### config.mk
export PLATFORM = sky130hd
export DESIGN_NAME = host_wake_unit
export DESIGN_NICKNAME = d
export VERILOG_FILES = /design/src/include/host_wake_pkg.sv /design/src/core/host_wake_unit.sv
export SDC_FILE = /design/constraint.sdc
export NUM_CORES = 1
export LEC_CHECK = 0
export BUFFER_PORTS_ARGS = -buffer_cell sky130_fd_sc_hd__buf_2
export CAP_MARGIN = 20
export CORE_MARGIN = 2
export CORE_UTILIZATION = 25
export DETAILED_ROUTE_END_ITERATION = 7
export SLEW_MARGIN = 20
export SYNTH_ARGS = -nofsm -noshare
export SYNTH_HDL_FRONTEND = slang
export SYNTH_SLANG_ARGS = --single-unit
export TNS_END_PERCENT = 10
### constraint.sdc
create_clock -name clk_i -period 2.2 [get_ports clk_i]
set_clock_uncertainty 0.2 [all_clocks]
set_input_delay 0.55 -clock clk_i [delete_from_list [all_inputs] [get_ports clk_i]]
set_output_delay 0.55 -clock clk_i [all_outputs]
set_load 0.01 [all_outputs]
### src/include/host_wake_pkg.sv
/*
  Constants for the host wake unit slice: register indices, field
  positions, reset values and interrupt bit layout.
  Assumes a 32-bit Avalon-MM slave in which every register takes one word.
  The byte address of a register is four times its index.
*/
// Operation
// Routing register clears on standby power-up, host reset
// Routed wake events raise interrupt, ignoring wake enable
// Route bits 0,1,3,6; others reserved, default off
// Bit 0 warm reset; rest main power-up
// Reset-out bit drives keyboard reset low
// Host power flag mirrors supply detector
// LPC reset flag reads one while input low
// Writing base high sets address valid
// Writing one clears valid; zero ignored
// Valid low disables host config access
// Lock clears on power-up, watchdog, debugger only
// Lock is write-one-set, freezes valid and bases
// Clear mode cleared by power-up, LPC reset, write-one
// Mode 0: host write toggles; rise sets event
// Mode 1: event write clears both bits
// Lock blocks early-access reset setting writes
// Interrupt is OR of routed status bits
// Reserved bits read zero, ignore writes
package host_wake_pkg;

  // Register indices, byte address is index times four
  localparam logic [15:0] IDX_ROUTE     = 16'h0015;
  localparam logic [15:0] IDX_WAKE_STS  = 16'h0010;
  localparam logic [15:0] IDX_CTL1      = 16'hfcc0;
  localparam logic [15:0] IDX_CTL1_SET  = 16'hfcc1;
  localparam logic [15:0] IDX_CTL3      = 16'hfcc4;
  localparam logic [15:0] IDX_BASE_LOW  = 16'hfcc6;
  localparam logic [15:0] IDX_BASE_HIGH = 16'hfcc8;
  localparam logic [15:0] IDX_HOST_EVT  = 16'hfcca;
  localparam logic [15:0] IDX_IRQ_STS   = 16'hfcd0;
  localparam logic [15:0] IDX_IRQ_MASK  = 16'hfcd2;

  // Routing and wake status field positions
  localparam int BIT_RI1    = 0;
  localparam int BIT_RI2    = 1;
  localparam int BIT_RING   = 3;
  localparam int BIT_SWEV   = 6;
  localparam logic [7:0] ROUTE_MASK = 8'h4b;
  localparam logic [7:0] ROUTE_RST  = 8'h00;

  // Core control status one field positions
  localparam int BIT_HRST   = 0;
  localparam int BIT_HPWR   = 1;
  localparam int BIT_LPCRST = 2;
  localparam int BIT_VALID  = 3;
  localparam int BIT_LOCK   = 4;
  localparam int BIT_MODE   = 5;

  // Third control register, early-access host reset
  localparam int BIT_EARLY  = 0;
  localparam logic EARLY_RST = 1'b1;

  // Interrupt status bits
  localparam int IRQ_W      = 4;
  localparam int IRQ_WAKE   = 0;
  localparam int IRQ_HEVT   = 1;
  localparam int IRQ_VALID  = 2;
  localparam int IRQ_LPCRST = 3;

endpackage : host_wake_pkg

### src/core/host_wake_unit.sv
/*
  Host wake unit slice: wake event routing to the unit interrupt channel,
  core control status one, base address registers, software event
  clear mode and a read-clear interrupt status with mask.
  Assumes reset pulses other than rst_i come from logic on clk_i,
  and that the LPC reset and supply detector are asynchronous pins.
*/
// Register access over Avalon-MM was chosen for this implementation.
`timescale 1ns/100ps
module host_wake_unit (
  // Clock and standby power-up reset
  input  wire logic        clk_i,
  input  wire logic        rst_i,
  // Further reset sources, same clock domain
  input  wire logic        vcc_por_i,
  input  wire logic        warm_rst_i,
  input  wire logic        host_sw_rst_i,
  input  wire logic        watchdog_rst_i,
  input  wire logic        debug_rst_i,
  // Avalon-MM slave
  input  wire logic [17:0] avs_address_i,
  input  wire logic        avs_read_i,
  input  wire logic        avs_write_i,
  input  wire logic [31:0] avs_writedata_i,
  input  wire logic [3:0]  avs_byteenable_i,
  output logic [31:0]      avs_readdata_o,
  output logic             avs_waitrequest_o,
  // Wake event pulses from the detector
  input  wire logic        ring_indicate_one_i,
  input  wire logic        ring_indicate_two_i,
  input  wire logic        ring_event_i,
  // Asynchronous pins
  input  wire logic        lpc_reset_input_n_i,
  input  wire logic        host_power_detect_i,
  input  wire logic        lpc_activity_i,
  // Host side outputs
  output logic             host_keyboard_reset_out_n_o,
  output logic             cfg_access_en_o,
  output logic [15:0]      cfg_base_o,
  output logic             wake_irq_o,
  output logic             irq_o
);

  // Bus handshake state
  logic        ack_ff;          // High in the answer cycle
  logic [31:0] rdata_ff;        // Captured read word

  // Pin synchronisers
  logic        lpc_n_s1_ff;
  logic        lpc_n_s2_ff;
  logic        pwr_s1_ff;
  logic        pwr_s2_ff;

  // Register state
  logic [7:0]  route_ff;        // Wake routing enables
  logic [7:0]  wake_sts_ff;     // Latched wake events
  logic        hrst_ff;         // Host reset-out bit
  logic        valid_ff;        // Config address valid
  logic        lock_ff;         // Config address lock
  logic        mode_ff;         // Software event clear mode
  logic        early_ff;        // Reset host on early access
  logic [7:0]  base_low_ff;
  logic [7:0]  base_high_ff;
  logic        hevt_ff;         // Host event status bit 6
  logic        act_seen_ff;     // LPC activity during power-up
  logic        host_keyboard_reset_out_n_ff;
  logic        wake_irq_ff;
  logic        lpc_act_d_ff;    // Previous LPC reset level

  // Interrupt status and mask
  logic [host_wake_pkg::IRQ_W-1:0] irq_sts_ff;
  logic [host_wake_pkg::IRQ_W-1:0] irq_mask_ff;

  // Word address match against a register index
  function automatic logic hit(input logic [17:0] a, input logic [15:0] idx);
    hit = (a == {idx, 2'b00});
  endfunction : hit

  // Request decode
  wire         req      = avs_read_i | avs_write_i;
  wire         take     = req & ack_ff;
  wire         wr       = take & avs_write_i & avs_byteenable_i[0];
  wire         rd_take  = take & avs_read_i;
  wire  [7:0]  wd       = avs_writedata_i[7:0];
  wire         a_route  = hit(avs_address_i, host_wake_pkg::IDX_ROUTE);
  wire         a_wsts   = hit(avs_address_i, host_wake_pkg::IDX_WAKE_STS);
  wire         a_ctl1   = hit(avs_address_i, host_wake_pkg::IDX_CTL1);
  wire         a_ctl1s  = hit(avs_address_i, host_wake_pkg::IDX_CTL1_SET);
  wire         a_ctl3   = hit(avs_address_i, host_wake_pkg::IDX_CTL3);
  wire         a_blow   = hit(avs_address_i, host_wake_pkg::IDX_BASE_LOW);
  wire         a_bhigh  = hit(avs_address_i, host_wake_pkg::IDX_BASE_HIGH);
  wire         a_hevt   = hit(avs_address_i, host_wake_pkg::IDX_HOST_EVT);
  wire         a_ists   = hit(avs_address_i, host_wake_pkg::IDX_IRQ_STS);
  wire         a_imask  = hit(avs_address_i, host_wake_pkg::IDX_IRQ_MASK);

  // Synchronised pin levels
  wire         lpc_rst_act = ~lpc_n_s2_ff;
  wire         host_pwr    = pwr_s2_ff;

  // Write strobes, lock gates the protected fields
  wire         w_ctl1   = wr & a_ctl1;
  wire         w_blow   = wr & a_blow & ~lock_ff;
  wire         w_bhigh  = wr & a_bhigh & ~lock_ff;
  wire         w_early  = wr & a_ctl3 & ~lock_ff;
  wire         w_wsts   = wr & a_wsts;
  wire         w_hevt   = wr & a_hevt;

  // Software event bit next value
  wire         sw_cur   = wake_sts_ff[host_wake_pkg::BIT_SWEV];
  wire         sw_wr1   = w_wsts & wd[host_wake_pkg::BIT_SWEV];
  wire         hevt_wr1 = w_hevt & wd[host_wake_pkg::BIT_SWEV];
  // Mode 0 toggles on a one, mode 1 sets on a one
  wire         sw_host  = mode_ff ? (sw_cur | sw_wr1) : (sw_cur ^ sw_wr1);
  // Mode 1 lets a host event clear take the software bit too
  wire         nxt_sw   = (mode_ff & hevt_wr1) ? 1'b0 : sw_host;
  wire         sw_rise  = ~sw_cur & nxt_sw;

  // Hardware wake events, set wins over a write-one clear
  wire  [7:0]  evt_set  = {1'b0, 3'b000, ring_event_i, 1'b0,
                           ring_indicate_two_i, ring_indicate_one_i};
  wire  [7:0]  evt_clr  = w_wsts ? (wd & ~(8'h01 << host_wake_pkg::BIT_SWEV)) : 8'h00;
  wire  [7:0]  evt_hw   = (wake_sts_ff & ~evt_clr) | evt_set;
  wire  [7:0]  nxt_wsts = ((evt_hw & ~(8'h01 << host_wake_pkg::BIT_SWEV))
                          | ({7'h00, nxt_sw} << host_wake_pkg::BIT_SWEV))
                          & host_wake_pkg::ROUTE_MASK;

  // Host event status, rise of software bit wins over clear
  wire         nxt_hevt = sw_rise | (hevt_ff & ~hevt_wr1);

  // Routed wake request, independent of any general wake enable
  wire         nxt_wirq = |(wake_sts_ff & route_ff);

  // Valid bit: set by high write, write-one clear unless locked
  wire         v_clr    = w_ctl1 & wd[host_wake_pkg::BIT_VALID] & ~lock_ff;
  wire         nxt_vld  = w_bhigh | (valid_ff & ~v_clr);

  // Clear mode: set through the set register, write-one clears
  wire         m_set    = wr & a_ctl1s & wd[host_wake_pkg::BIT_MODE];
  wire         m_clr    = w_ctl1 & wd[host_wake_pkg::BIT_MODE];
  wire         nxt_mode = (mode_ff & ~m_clr & ~lpc_rst_act) | (m_set & ~lpc_rst_act);

  // Interrupt events and read-clear of captured bits only
  wire  [host_wake_pkg::IRQ_W-1:0] irq_evt = {
    lpc_rst_act & ~lpc_act_d_ff,
    w_bhigh & ~valid_ff,
    sw_rise,
    |(evt_set & route_ff)};
  wire  [host_wake_pkg::IRQ_W-1:0] irq_rclr =
    (rd_take & a_ists) ? rdata_ff[host_wake_pkg::IRQ_W-1:0] : '0;
  wire  [host_wake_pkg::IRQ_W-1:0] nxt_ists = (irq_sts_ff & ~irq_rclr) | irq_evt;

  // Core control status one read view, bits 7 and 6 read zero
  wire  [7:0]  ctl1_rd  = {2'b00, mode_ff, lock_ff, valid_ff,
                           lpc_rst_act, host_pwr, hrst_ff};

  // Read multiplexer, unmapped words read zero
  wire  [7:0]  rmux =
    a_route ? route_ff :
    a_wsts  ? wake_sts_ff :
    a_ctl1  ? ctl1_rd :
    a_ctl3  ? {7'h00, early_ff} :
    a_blow  ? base_low_ff :
    a_bhigh ? base_high_ff :
    a_hevt  ? {1'b0, hevt_ff, 6'h00} :
    a_ists  ? {{(8-host_wake_pkg::IRQ_W){1'b0}}, irq_sts_ff} :
    a_imask ? {{(8-host_wake_pkg::IRQ_W){1'b0}}, irq_mask_ff} :
              8'h00;

  // Keyboard reset: firmware force or early LPC access
  wire         nxt_host_keyboard_reset_out_n = ~(hrst_ff | (early_ff & vcc_por_i & act_seen_ff));

  // One wait cycle, then the answer
  assign avs_waitrequest_o = req & ~ack_ff;
  assign avs_readdata_o    = rdata_ff;

  // Handshake and read capture
  always_ff @(posedge clk_i or posedge rst_i) begin
    if (rst_i) begin
      ack_ff   <= 1'b0;
      rdata_ff <= 32'h0000_0000;
    end else begin
      ack_ff   <= req & ~ack_ff;
      rdata_ff <= (avs_read_i & ~ack_ff) ? {24'h00_0000, rmux} : rdata_ff;
    end
  end

  // Two-flop synchronisers for the asynchronous pins
  always_ff @(posedge clk_i or posedge rst_i) begin
    if (rst_i) begin
      lpc_n_s1_ff <= 1'b1;
      lpc_n_s2_ff <= 1'b1;
      pwr_s1_ff   <= 1'b0;
      pwr_s2_ff   <= 1'b0;
    end else begin
      lpc_n_s1_ff <= lpc_reset_input_n_i;
      lpc_n_s2_ff <= lpc_n_s1_ff;
      pwr_s1_ff   <= host_power_detect_i;
      pwr_s2_ff   <= pwr_s1_ff;
    end
  end

  // Routing enables, cleared on host-domain software reset
  always_ff @(posedge clk_i or posedge rst_i) begin
    if (rst_i) begin
      route_ff <= host_wake_pkg::ROUTE_RST;
    end else if (host_sw_rst_i) begin
      route_ff <= host_wake_pkg::ROUTE_RST;
    end else if (wr & a_route) begin
      route_ff <= wd & host_wake_pkg::ROUTE_MASK;
    end
  end

  // Wake status and host event status
  always_ff @(posedge clk_i or posedge rst_i) begin
    if (rst_i) begin
      wake_sts_ff <= 8'h00;
      hevt_ff     <= 1'b0;
      wake_irq_ff <= 1'b0;
    end else begin
      wake_sts_ff <= nxt_wsts;
      hevt_ff     <= nxt_hevt;
      wake_irq_ff <= nxt_wirq;
    end
  end

  // Reset-out bit, the only bit warm reset touches
  always_ff @(posedge clk_i or posedge rst_i) begin
    if (rst_i) begin
      hrst_ff <= 1'b0;
    end else if (vcc_por_i | warm_rst_i) begin
      hrst_ff <= 1'b0;
    end else if (w_ctl1) begin
      hrst_ff <= wd[host_wake_pkg::BIT_HRST];
    end
  end

  // Valid follows main power-up only; clear mode also clears on LPC reset
  always_ff @(posedge clk_i or posedge rst_i) begin
    if (rst_i) begin
      valid_ff <= 1'b0;
      mode_ff  <= 1'b0;
    end else if (vcc_por_i) begin
      valid_ff <= 1'b0;
      mode_ff  <= 1'b0;
    end else begin
      valid_ff <= nxt_vld;
      mode_ff  <= nxt_mode;
    end
  end

  // Lock survives warm and host resets on purpose
  always_ff @(posedge clk_i or posedge rst_i) begin
    if (rst_i) begin
      lock_ff <= 1'b0;
    end else if (vcc_por_i | watchdog_rst_i | debug_rst_i) begin
      lock_ff <= 1'b0;
    end else if (w_ctl1 & wd[host_wake_pkg::BIT_LOCK]) begin
      lock_ff <= 1'b1;
    end
  end

  // Base address bytes, main power-up only
  always_ff @(posedge clk_i or posedge rst_i) begin
    if (rst_i) begin
      base_low_ff  <= 8'h00;
      base_high_ff <= 8'h00;
    end else if (vcc_por_i) begin
      base_low_ff  <= 8'h00;
      base_high_ff <= 8'h00;
    end else begin
      base_low_ff  <= w_blow ? wd : base_low_ff;
      base_high_ff <= w_bhigh ? wd : base_high_ff;
    end
  end

  // Early-access setting kept on standby supply
  always_ff @(posedge clk_i or posedge rst_i) begin
    if (rst_i) begin
      early_ff <= host_wake_pkg::EARLY_RST;
    end else if (w_early) begin
      early_ff <= wd[host_wake_pkg::BIT_EARLY];
    end
  end

  // Remember LPC activity while power-up reset runs
  always_ff @(posedge clk_i or posedge rst_i) begin
    if (rst_i) begin
      act_seen_ff <= 1'b0;
      host_keyboard_reset_out_n_ff  <= 1'b1;
    end else begin
      act_seen_ff <= vcc_por_i & (act_seen_ff | lpc_activity_i);
      host_keyboard_reset_out_n_ff  <= nxt_host_keyboard_reset_out_n;
    end
  end

  // Interrupt status, mask and edge history
  always_ff @(posedge clk_i or posedge rst_i) begin
    if (rst_i) begin
      irq_sts_ff   <= '0;
      irq_mask_ff  <= '0;
      lpc_act_d_ff <= 1'b0;
    end else begin
      irq_sts_ff   <= nxt_ists;
      irq_mask_ff  <= (wr & a_imask) ? wd[host_wake_pkg::IRQ_W-1:0] : irq_mask_ff;
      lpc_act_d_ff <= lpc_rst_act;
    end
  end

  // Outputs, all from flip-flops except the handshake and the masked irq_o
  assign host_keyboard_reset_out_n_o = host_keyboard_reset_out_n_ff;
  assign cfg_access_en_o = valid_ff;
  assign cfg_base_o      = {base_high_ff, base_low_ff};
  assign wake_irq_o      = wake_irq_ff;
  assign irq_o           = |(irq_sts_ff & irq_mask_ff);

endmodule : host_wake_unit

# Word level (Yosys, flattened, before mapping)
# Index checks and enable logic that the tools add are counted.
[word_totals] latch_bits=0 romBits=0 out_inout_bits=53 ram_bits=0 n_memories=0 in_bits=69 register_bits=59
[op_classes] order_cmp=0 n_reduce_logical=8 eq_ne=10 muxes=25 div_mod_pow=0 n_mul=0 addsub=0 shift=0 bitwise=69
[ops] operator="$eq A18 B18 Y1 const B" count=8
[ops] operator="$mux W8" count=12
[ops] operator="$and A1 B1 Y1" count=38
[ops] operator="$eq A18 B7 Y1 const B" count=2
[ops] operator="$reduce_or A8 Y1" count=2
[ops] operator="$mux W4" count=3
[ops] operator="$not A1 Y1" count=10
[ops] operator="$or A1 B1 Y1" count=10
[ops] operator="$reduce_bool A2 Y1" count=5
[ops] operator="$and A4 B4 Y4" count=2
[ops] operator="$and A4 B8 Y8" count=1
[ops] operator="$and A7 B8 Y8" count=1
[ops] operator="$mux W1" count=8
[ops] operator="$mux W7" count=1
[ops] operator="$or A6 B7 Y7" count=1
[ops] operator="$and A4 B6 Y6" count=1
[ops] operator="$mux W6" count=1
[ops] operator="$not A6 Y6" count=1
[ops] operator="$or A6 B4 Y6" count=1
[ops] operator="$not A4 Y4" count=1
[ops] operator="$or A4 B4 Y4" count=1
[ops] operator="$reduce_or A4 Y1" count=1
[ops] operator="$xor A1 B1 Y1" count=1

# Logic depth before layout (Yosys ltp)
[logic_depth] depth_word=11 depth_mapped=10 mapped_depth_nobuf=9

# Worst setup path before layout
# Ideal clock, no wire load.
[synth_path] path_type="input -> register" startpoint="input port avs_address_i[11]" endpoint="register irq_sts_ff[1] (netlist name)" path_stages=8 required_time_ns=1.882 setup_ns=0.118 arrival_time_ns=2.322 path_slack_ns=-0.440 path_buffers=0 cell_sequence="or4_4 nor4_4 and2_4 nand3_1 ha_1 nand2b_1 a21oi_1 a21o_1"
[synth_via] elab_chain_cells=8 elab_cells_between_ends=18 classes_between="3 x eq/ne; 3 x mux; 12 x bitwise"
[synth_lines] element="from (decl)" line_no="host_wake_unit.sv:21" text="input wire logic [17:0] avs_address_i,"
[synth_lines] element="$eq A18 B7 Y1" line_no="host_wake_unit.sv:76" text="hit = (a == {idx, 2'b00});"
[synth_lines] element="$and A1 B1 Y1" line_no="host_wake_unit.sv:105" text="wire w_wsts = wr & a_wsts;"
[synth_lines] element="$and A1 B1 Y1" line_no="host_wake_unit.sv:110" text="wire sw_wr1 = w_wsts & wd[host_wake_pkg::BIT_SWEV];"
[synth_lines] element="$xor A1 B1 Y1 or $or A1 B1 Y1 (tied branches)" line_no="host_wake_unit.sv:113" text="wire sw_host = mode_ff ? (sw_cur | sw_wr1) : (sw_cur ^ sw_wr1);"
[synth_lines] element="$mux W1" line_no="host_wake_unit.sv:113"
[synth_lines] element="$mux W1" line_no="host_wake_unit.sv:115" text="wire nxt_sw = (mode_ff & hevt_wr1) ? 1'b0 : sw_host;"
[synth_lines] element="$and A1 B1 Y1" line_no="host_wake_unit.sv:116" text="wire sw_rise = ~sw_cur & nxt_sw;"
[synth_lines] element="$or A4 B4 Y4 *" line_no="host_wake_unit.sv:150" text="wire [host_wake_pkg::IRQ_W-1:0] nxt_ists = (irq_sts_ff & ~irq_rclr) | irq_evt;"
[synth_lines] element="net nxt_ists, one bit" line_no="host_wake_unit.sv:150"
[synth_lines] element="to (signal assigned)" line_no="host_wake_unit.sv:303" text="irq_sts_ff <= nxt_ists;"
[synth_lines] element="to (decl)" line_no="host_wake_unit.sv:71" text="logic [host_wake_pkg::IRQ_W-1:0] irq_sts_ff;"
# The timed path passes the listed nets; every way through them passes the cells marked *.
# A chain may end at the register's enable or synchronous reset.

# Final worst setup path
[layout_path] startpoint="input port avs_address_i[16]" endpoint="register hevt_ff"
[layout_via] elab_chain_cells=8 elab_cells_between_ends=15 classes_between="2 x eq/ne; 2 x mux; 11 x bitwise"
[layout_lines] element="$eq A18 B7 Y1" line_no="host_wake_unit.sv:76"
[layout_lines] element="$and A1 B1 Y1" line_no="host_wake_unit.sv:105"
[layout_lines] element="$and A1 B1 Y1" line_no="host_wake_unit.sv:110"
[layout_lines] element="$xor A1 B1 Y1 or $or A1 B1 Y1 (tied branches)" line_no="host_wake_unit.sv:113"
[layout_lines] element="$mux W1" line_no="host_wake_unit.sv:113"
[layout_lines] element="$mux W1" line_no="host_wake_unit.sv:115"
[layout_lines] element="$and A1 B1 Y1" line_no="host_wake_unit.sv:116"
[layout_lines] element="$or A1 B1 Y1 *" line_no="host_wake_unit.sv:128" text="wire nxt_hevt = sw_rise | (hevt_ff & ~hevt_wr1);"
[layout_lines] element="net nxt_hevt" line_no="host_wake_unit.sv:128"
[layout_lines] element="to (signal assigned)" line_no="host_wake_unit.sv:221" text="hevt_ff <= nxt_hevt;"
[layout_lines] element="to (decl)" line_no="host_wake_unit.sv:64" text="logic hevt_ff;"
# Marks and branches as above.

==> results.json <==
{
  "status": "complete, but fails checks",
  "violations": "negative setup slack",
  "cp.arrival_ns": 2.41,
  "p_per_area_nw_per_um2": 503,
  "synth_top_family_by_area": "simple AND/OR/NAND/NOR gates",
  "pwr-share-clk": 0.370,
  "setup_viol": 3,
  "layout-drive-gt1-share": 0.412,
  "cell_internal_pwr_mw": 1.58,
  "die-area_um2": 13200,
  "cts_hold_buf": 0,
  "grt_setup_unrepaired": "true",
  "regArea_um2": 1380,
  "yosys_register_bits": 55,
  "synth_edf_count": 0,
  "hpwlAfterDp_mm": 7.54,
  "drtIter0Drc": 186,
  "ir_worst_vdd_uv": 295,
  "synth_cells": 312,
  "die_h_um": 115,
  "required_ns": 2.23,
  "cp-end-kind": "flip-flop",
  "synth_cell_types": 57,
  "muxShareOfSynthArea": 0.0804,
  "rows": 40,
  "numPortBuffers": 70,
  "totalWireLength_mm": 9.79,
  "clock_latency_ns": 0.29,
  "placed_area_um2": 3950,
  "timing.rr.end": "mode_ff",
  "p_sw_uw": 559,
  "via_per_inst": 4.94,
  "slew_headroom": 0.660,
  "grt_max_degree": 29,
  "place_congestion": 0.870,
  "tritoncts": "built",
  "post-route-min-period_ns": 2.38,
  "ys_seq_area_frac": 0.448,
  "synth_area_leaders": "dfrtp_1 (41%), mux2i_1 (5.8%), buf_4 (5.8%)",
  "multiInputGateArea_um2": 1650,
  "pwr-share-seq": 0.489,
  "clk_pin_slew_ns": 0.07,
  "syn_area_per_cell_um2": 9.87,
  "antenna_cells": 0,
  "overflow": 0,
  "setup_slack_ns": -0.175,
  "yosys_warnings": 0,
  "synth_largest_area_cell": "dfrtp_1",
  "synth-compound-area-share": 0.143,
  "worst_slew_pin_slew_ns": 0.497,
  "crit_type": "in -> reg",
  "p_leak_nw": 2.01,
  "firstDrtPassIters": 5,
  "fin_area_um2": 4260,
  "synthAdderAreaFrac": 0.00406,
  "synth.most_common_cell": "dfrtp_1",
  "slew_violations": 0,
  "clock_sinks": 55,
  "maxCapViolations": 0,
  "core_area_um2": 12000,
  "synth_common_cells": "dfrtp_1 (51), nor2_1 (26), buf_4 (24), nand2_1 (22), nand3_1 (21)",
  "io_pins": 122,
  "clock-root-buffer": "clkbuf_16",
  "fill_cells": 1232,
  "critPathMaxFanout": 2,
  "grt_pass1_wl_mm": 15.2,
  "synthesis.area_um2": 3080,
  "cp-startpoint": "avs_address_i[16]",
  "nets": 508,
  "sw_frac_of_total": 0.261,
  "hold_viol": 0,
  "fin_hold_ws_ns": 0.121,
  "r2r_cells": 6,
  "area_delta_synth_final_pct": 38.3,
  "start_kind": "input port",
  "async_flop_share": 1.00,
  "synthXorXnorAreaFrac": 0,
  "post_drt_wl_per_cell_um": 16.7,
  "drc": 0,
  "die_w_um": 115,
  "clockBufferDepth": 2,
  "worstReg2RegStart": "ack_ff",
  "start_util": 0.256,
  "antenna_left": 0,
  "yosys.area.top_type_share": 0.414,
  "cts_buffers": 5,
  "synth-simple-area-share": 0.242,
  "period_share": 1.08,
  "ys.flop_type": "dfrtp_1",
  "cts_max_level": 2,
  "combPwrFrac": 0.142,
  "vias": 2892,
  "reg2reg_setup_slack_ns": 0.30,
  "min_path_type": "in -> async",
  "antenna_found_initial": 0,
  "grt_pass1_vias": 2816,
  "grt_use_total": 0.149,
  "clock.fmax_mhz": 421
}
==> per-layer routing <==
layer	vias to the layer above	global-route usage	part of all wire
li1	1367	-	-
met1	1401	0.195	0.45
met2	112	0.257	0.49
met3	12	0.0248	0.045
met4	0	0.0386	0.015
met5	-	0	0
==> layout make-up <==
type / instances / share of cell area
clock buffers: 6 / 0.0303
clock inverters: 2 / 0.00294
inverters: 4 / 0.00353
multi-input cells: 239 / 0.387
flip-flops and latches: 55 / 0.324
well taps: 147 / 0.0432
repair buffers: 133 / 0.209
==> metrics by stage <==
| step | total power [mW] | TNS (ns) | setup slack [ns] | utilization | cells |
|---|---|---|---|---|---|
| detailed placement | 1.35 | -11.46 | -0.510 | 0.329 | 574 |
| global route | 2.22 | -0.898 | -0.231 | 0.355 | 586 |
| CTS | 2.15 | -0.393 | -0.157 | 0.349 | 585 |
| global placement | 1.35 | -10.89 | -0.479 | 0.329 | 574 |
| finish | 2.14 | -0.415 | -0.175 | 0.355 | 586 |
| floorplan | 1.22 | -1.61 | -0.431 | - | 335 |
==> cells by family (layout without fill, tap and decap cells) <==
group / Yosys count / count (layout)
AO/OA/AOI/OAI: 64 / 64
other: 1 / 24
AND/OR/NAND/NOR: 126 / 126
adder cells (fa/ha/maj): 1 / 1
buffers and inverters: 41 / 145
flip-flops: 55 / 55
multiplexers: 24 / 24
==> critical path: stages <==
cell and delay, ns:
buf_6 0.09, or4_4 0.53, nor4_4 0.29, and2_4 0.22, nand3_4 0.07, ha_4 0.16, nor2b_1 0.10, o21ai_1 0.11
a21oi_2 0.16, nand2b_1 0.12
==> cell usage in the layout (no fill, tap or decap), types with 5 or more instances in the layout <==
cell type   n
a22oi_1    11
a21oi_1    12
nand3b_1    6
buf_6       6
nand3_1    19
buf_2      67
and2_1      5
nor2_1     25
buf_4      57
mux2_2      6
nor3_1      5
mux2i_1    18
nand2_1    20
clkbuf_16   5
dfrtp_1    51
nand4_1     7
o21ai_0     6
conb_1     24
==> registers in the layout (all words and copies together) (netlist names) <==
register / flops
base_high_ff: 8
host_keyboard_reset_out_n_o: 1
avs_readdata_o: 8
cfg_access_en_o: 1
irq_mask_ff: 4
wake_irq_o: 1
ack_ff: 1
irq_sts_ff: 4
early_ff: 1
lpc_n_s2_ff: 1
hevt_ff: 1
lpc_act_d_ff: 1
mode_ff: 1
pwr_s1_ff: 1
hrst_ff: 1
wake_sts_ff: 4
lock_ff: 1
route_ff: 4
act_seen_ff: 1
host_pwr: 1
base_low_ff: 8
lpc_n_s1_ff: 1
==> how the worst max path moves through the flow <==
stage	to	slack [ns]	cells after the start
6_report	hevt_ff	-0.18	10
5_1_grt	hevt_ff	-0.23	10
4_1_cts	hevt_ff	-0.16	10
3_5_place_dp	irq_sts_ff[1]	-0.51	9
3_3_place_gp	hevt_ff	-0.48	10
2_1_floorplan	irq_sts_ff[1]	-0.43	8
==> timing repair <==
action / in CTS / in global routing
pin swaps: 9 / 8
cloned: 0 / 0
resized for setup: 15 / 14
buffers inserted: 3 / 1
hold endpoints to repair: 0 / 0
endpoints found under the setup margin: 18 / 23
==> power by group through the flow <==
stage	clock network, mW	registers (mW)	logic, mW
final	0.792	1.05	0.303
after global routing	0.840	1.05	0.332
after CTS	0.807	1.05	0.296
after detailed placement	0	1.07	0.284
after global placement	0	1.07	0.282
after floorplan	0	1.07	0.149
No activity file was read; power rests on OpenSTA's default activity.
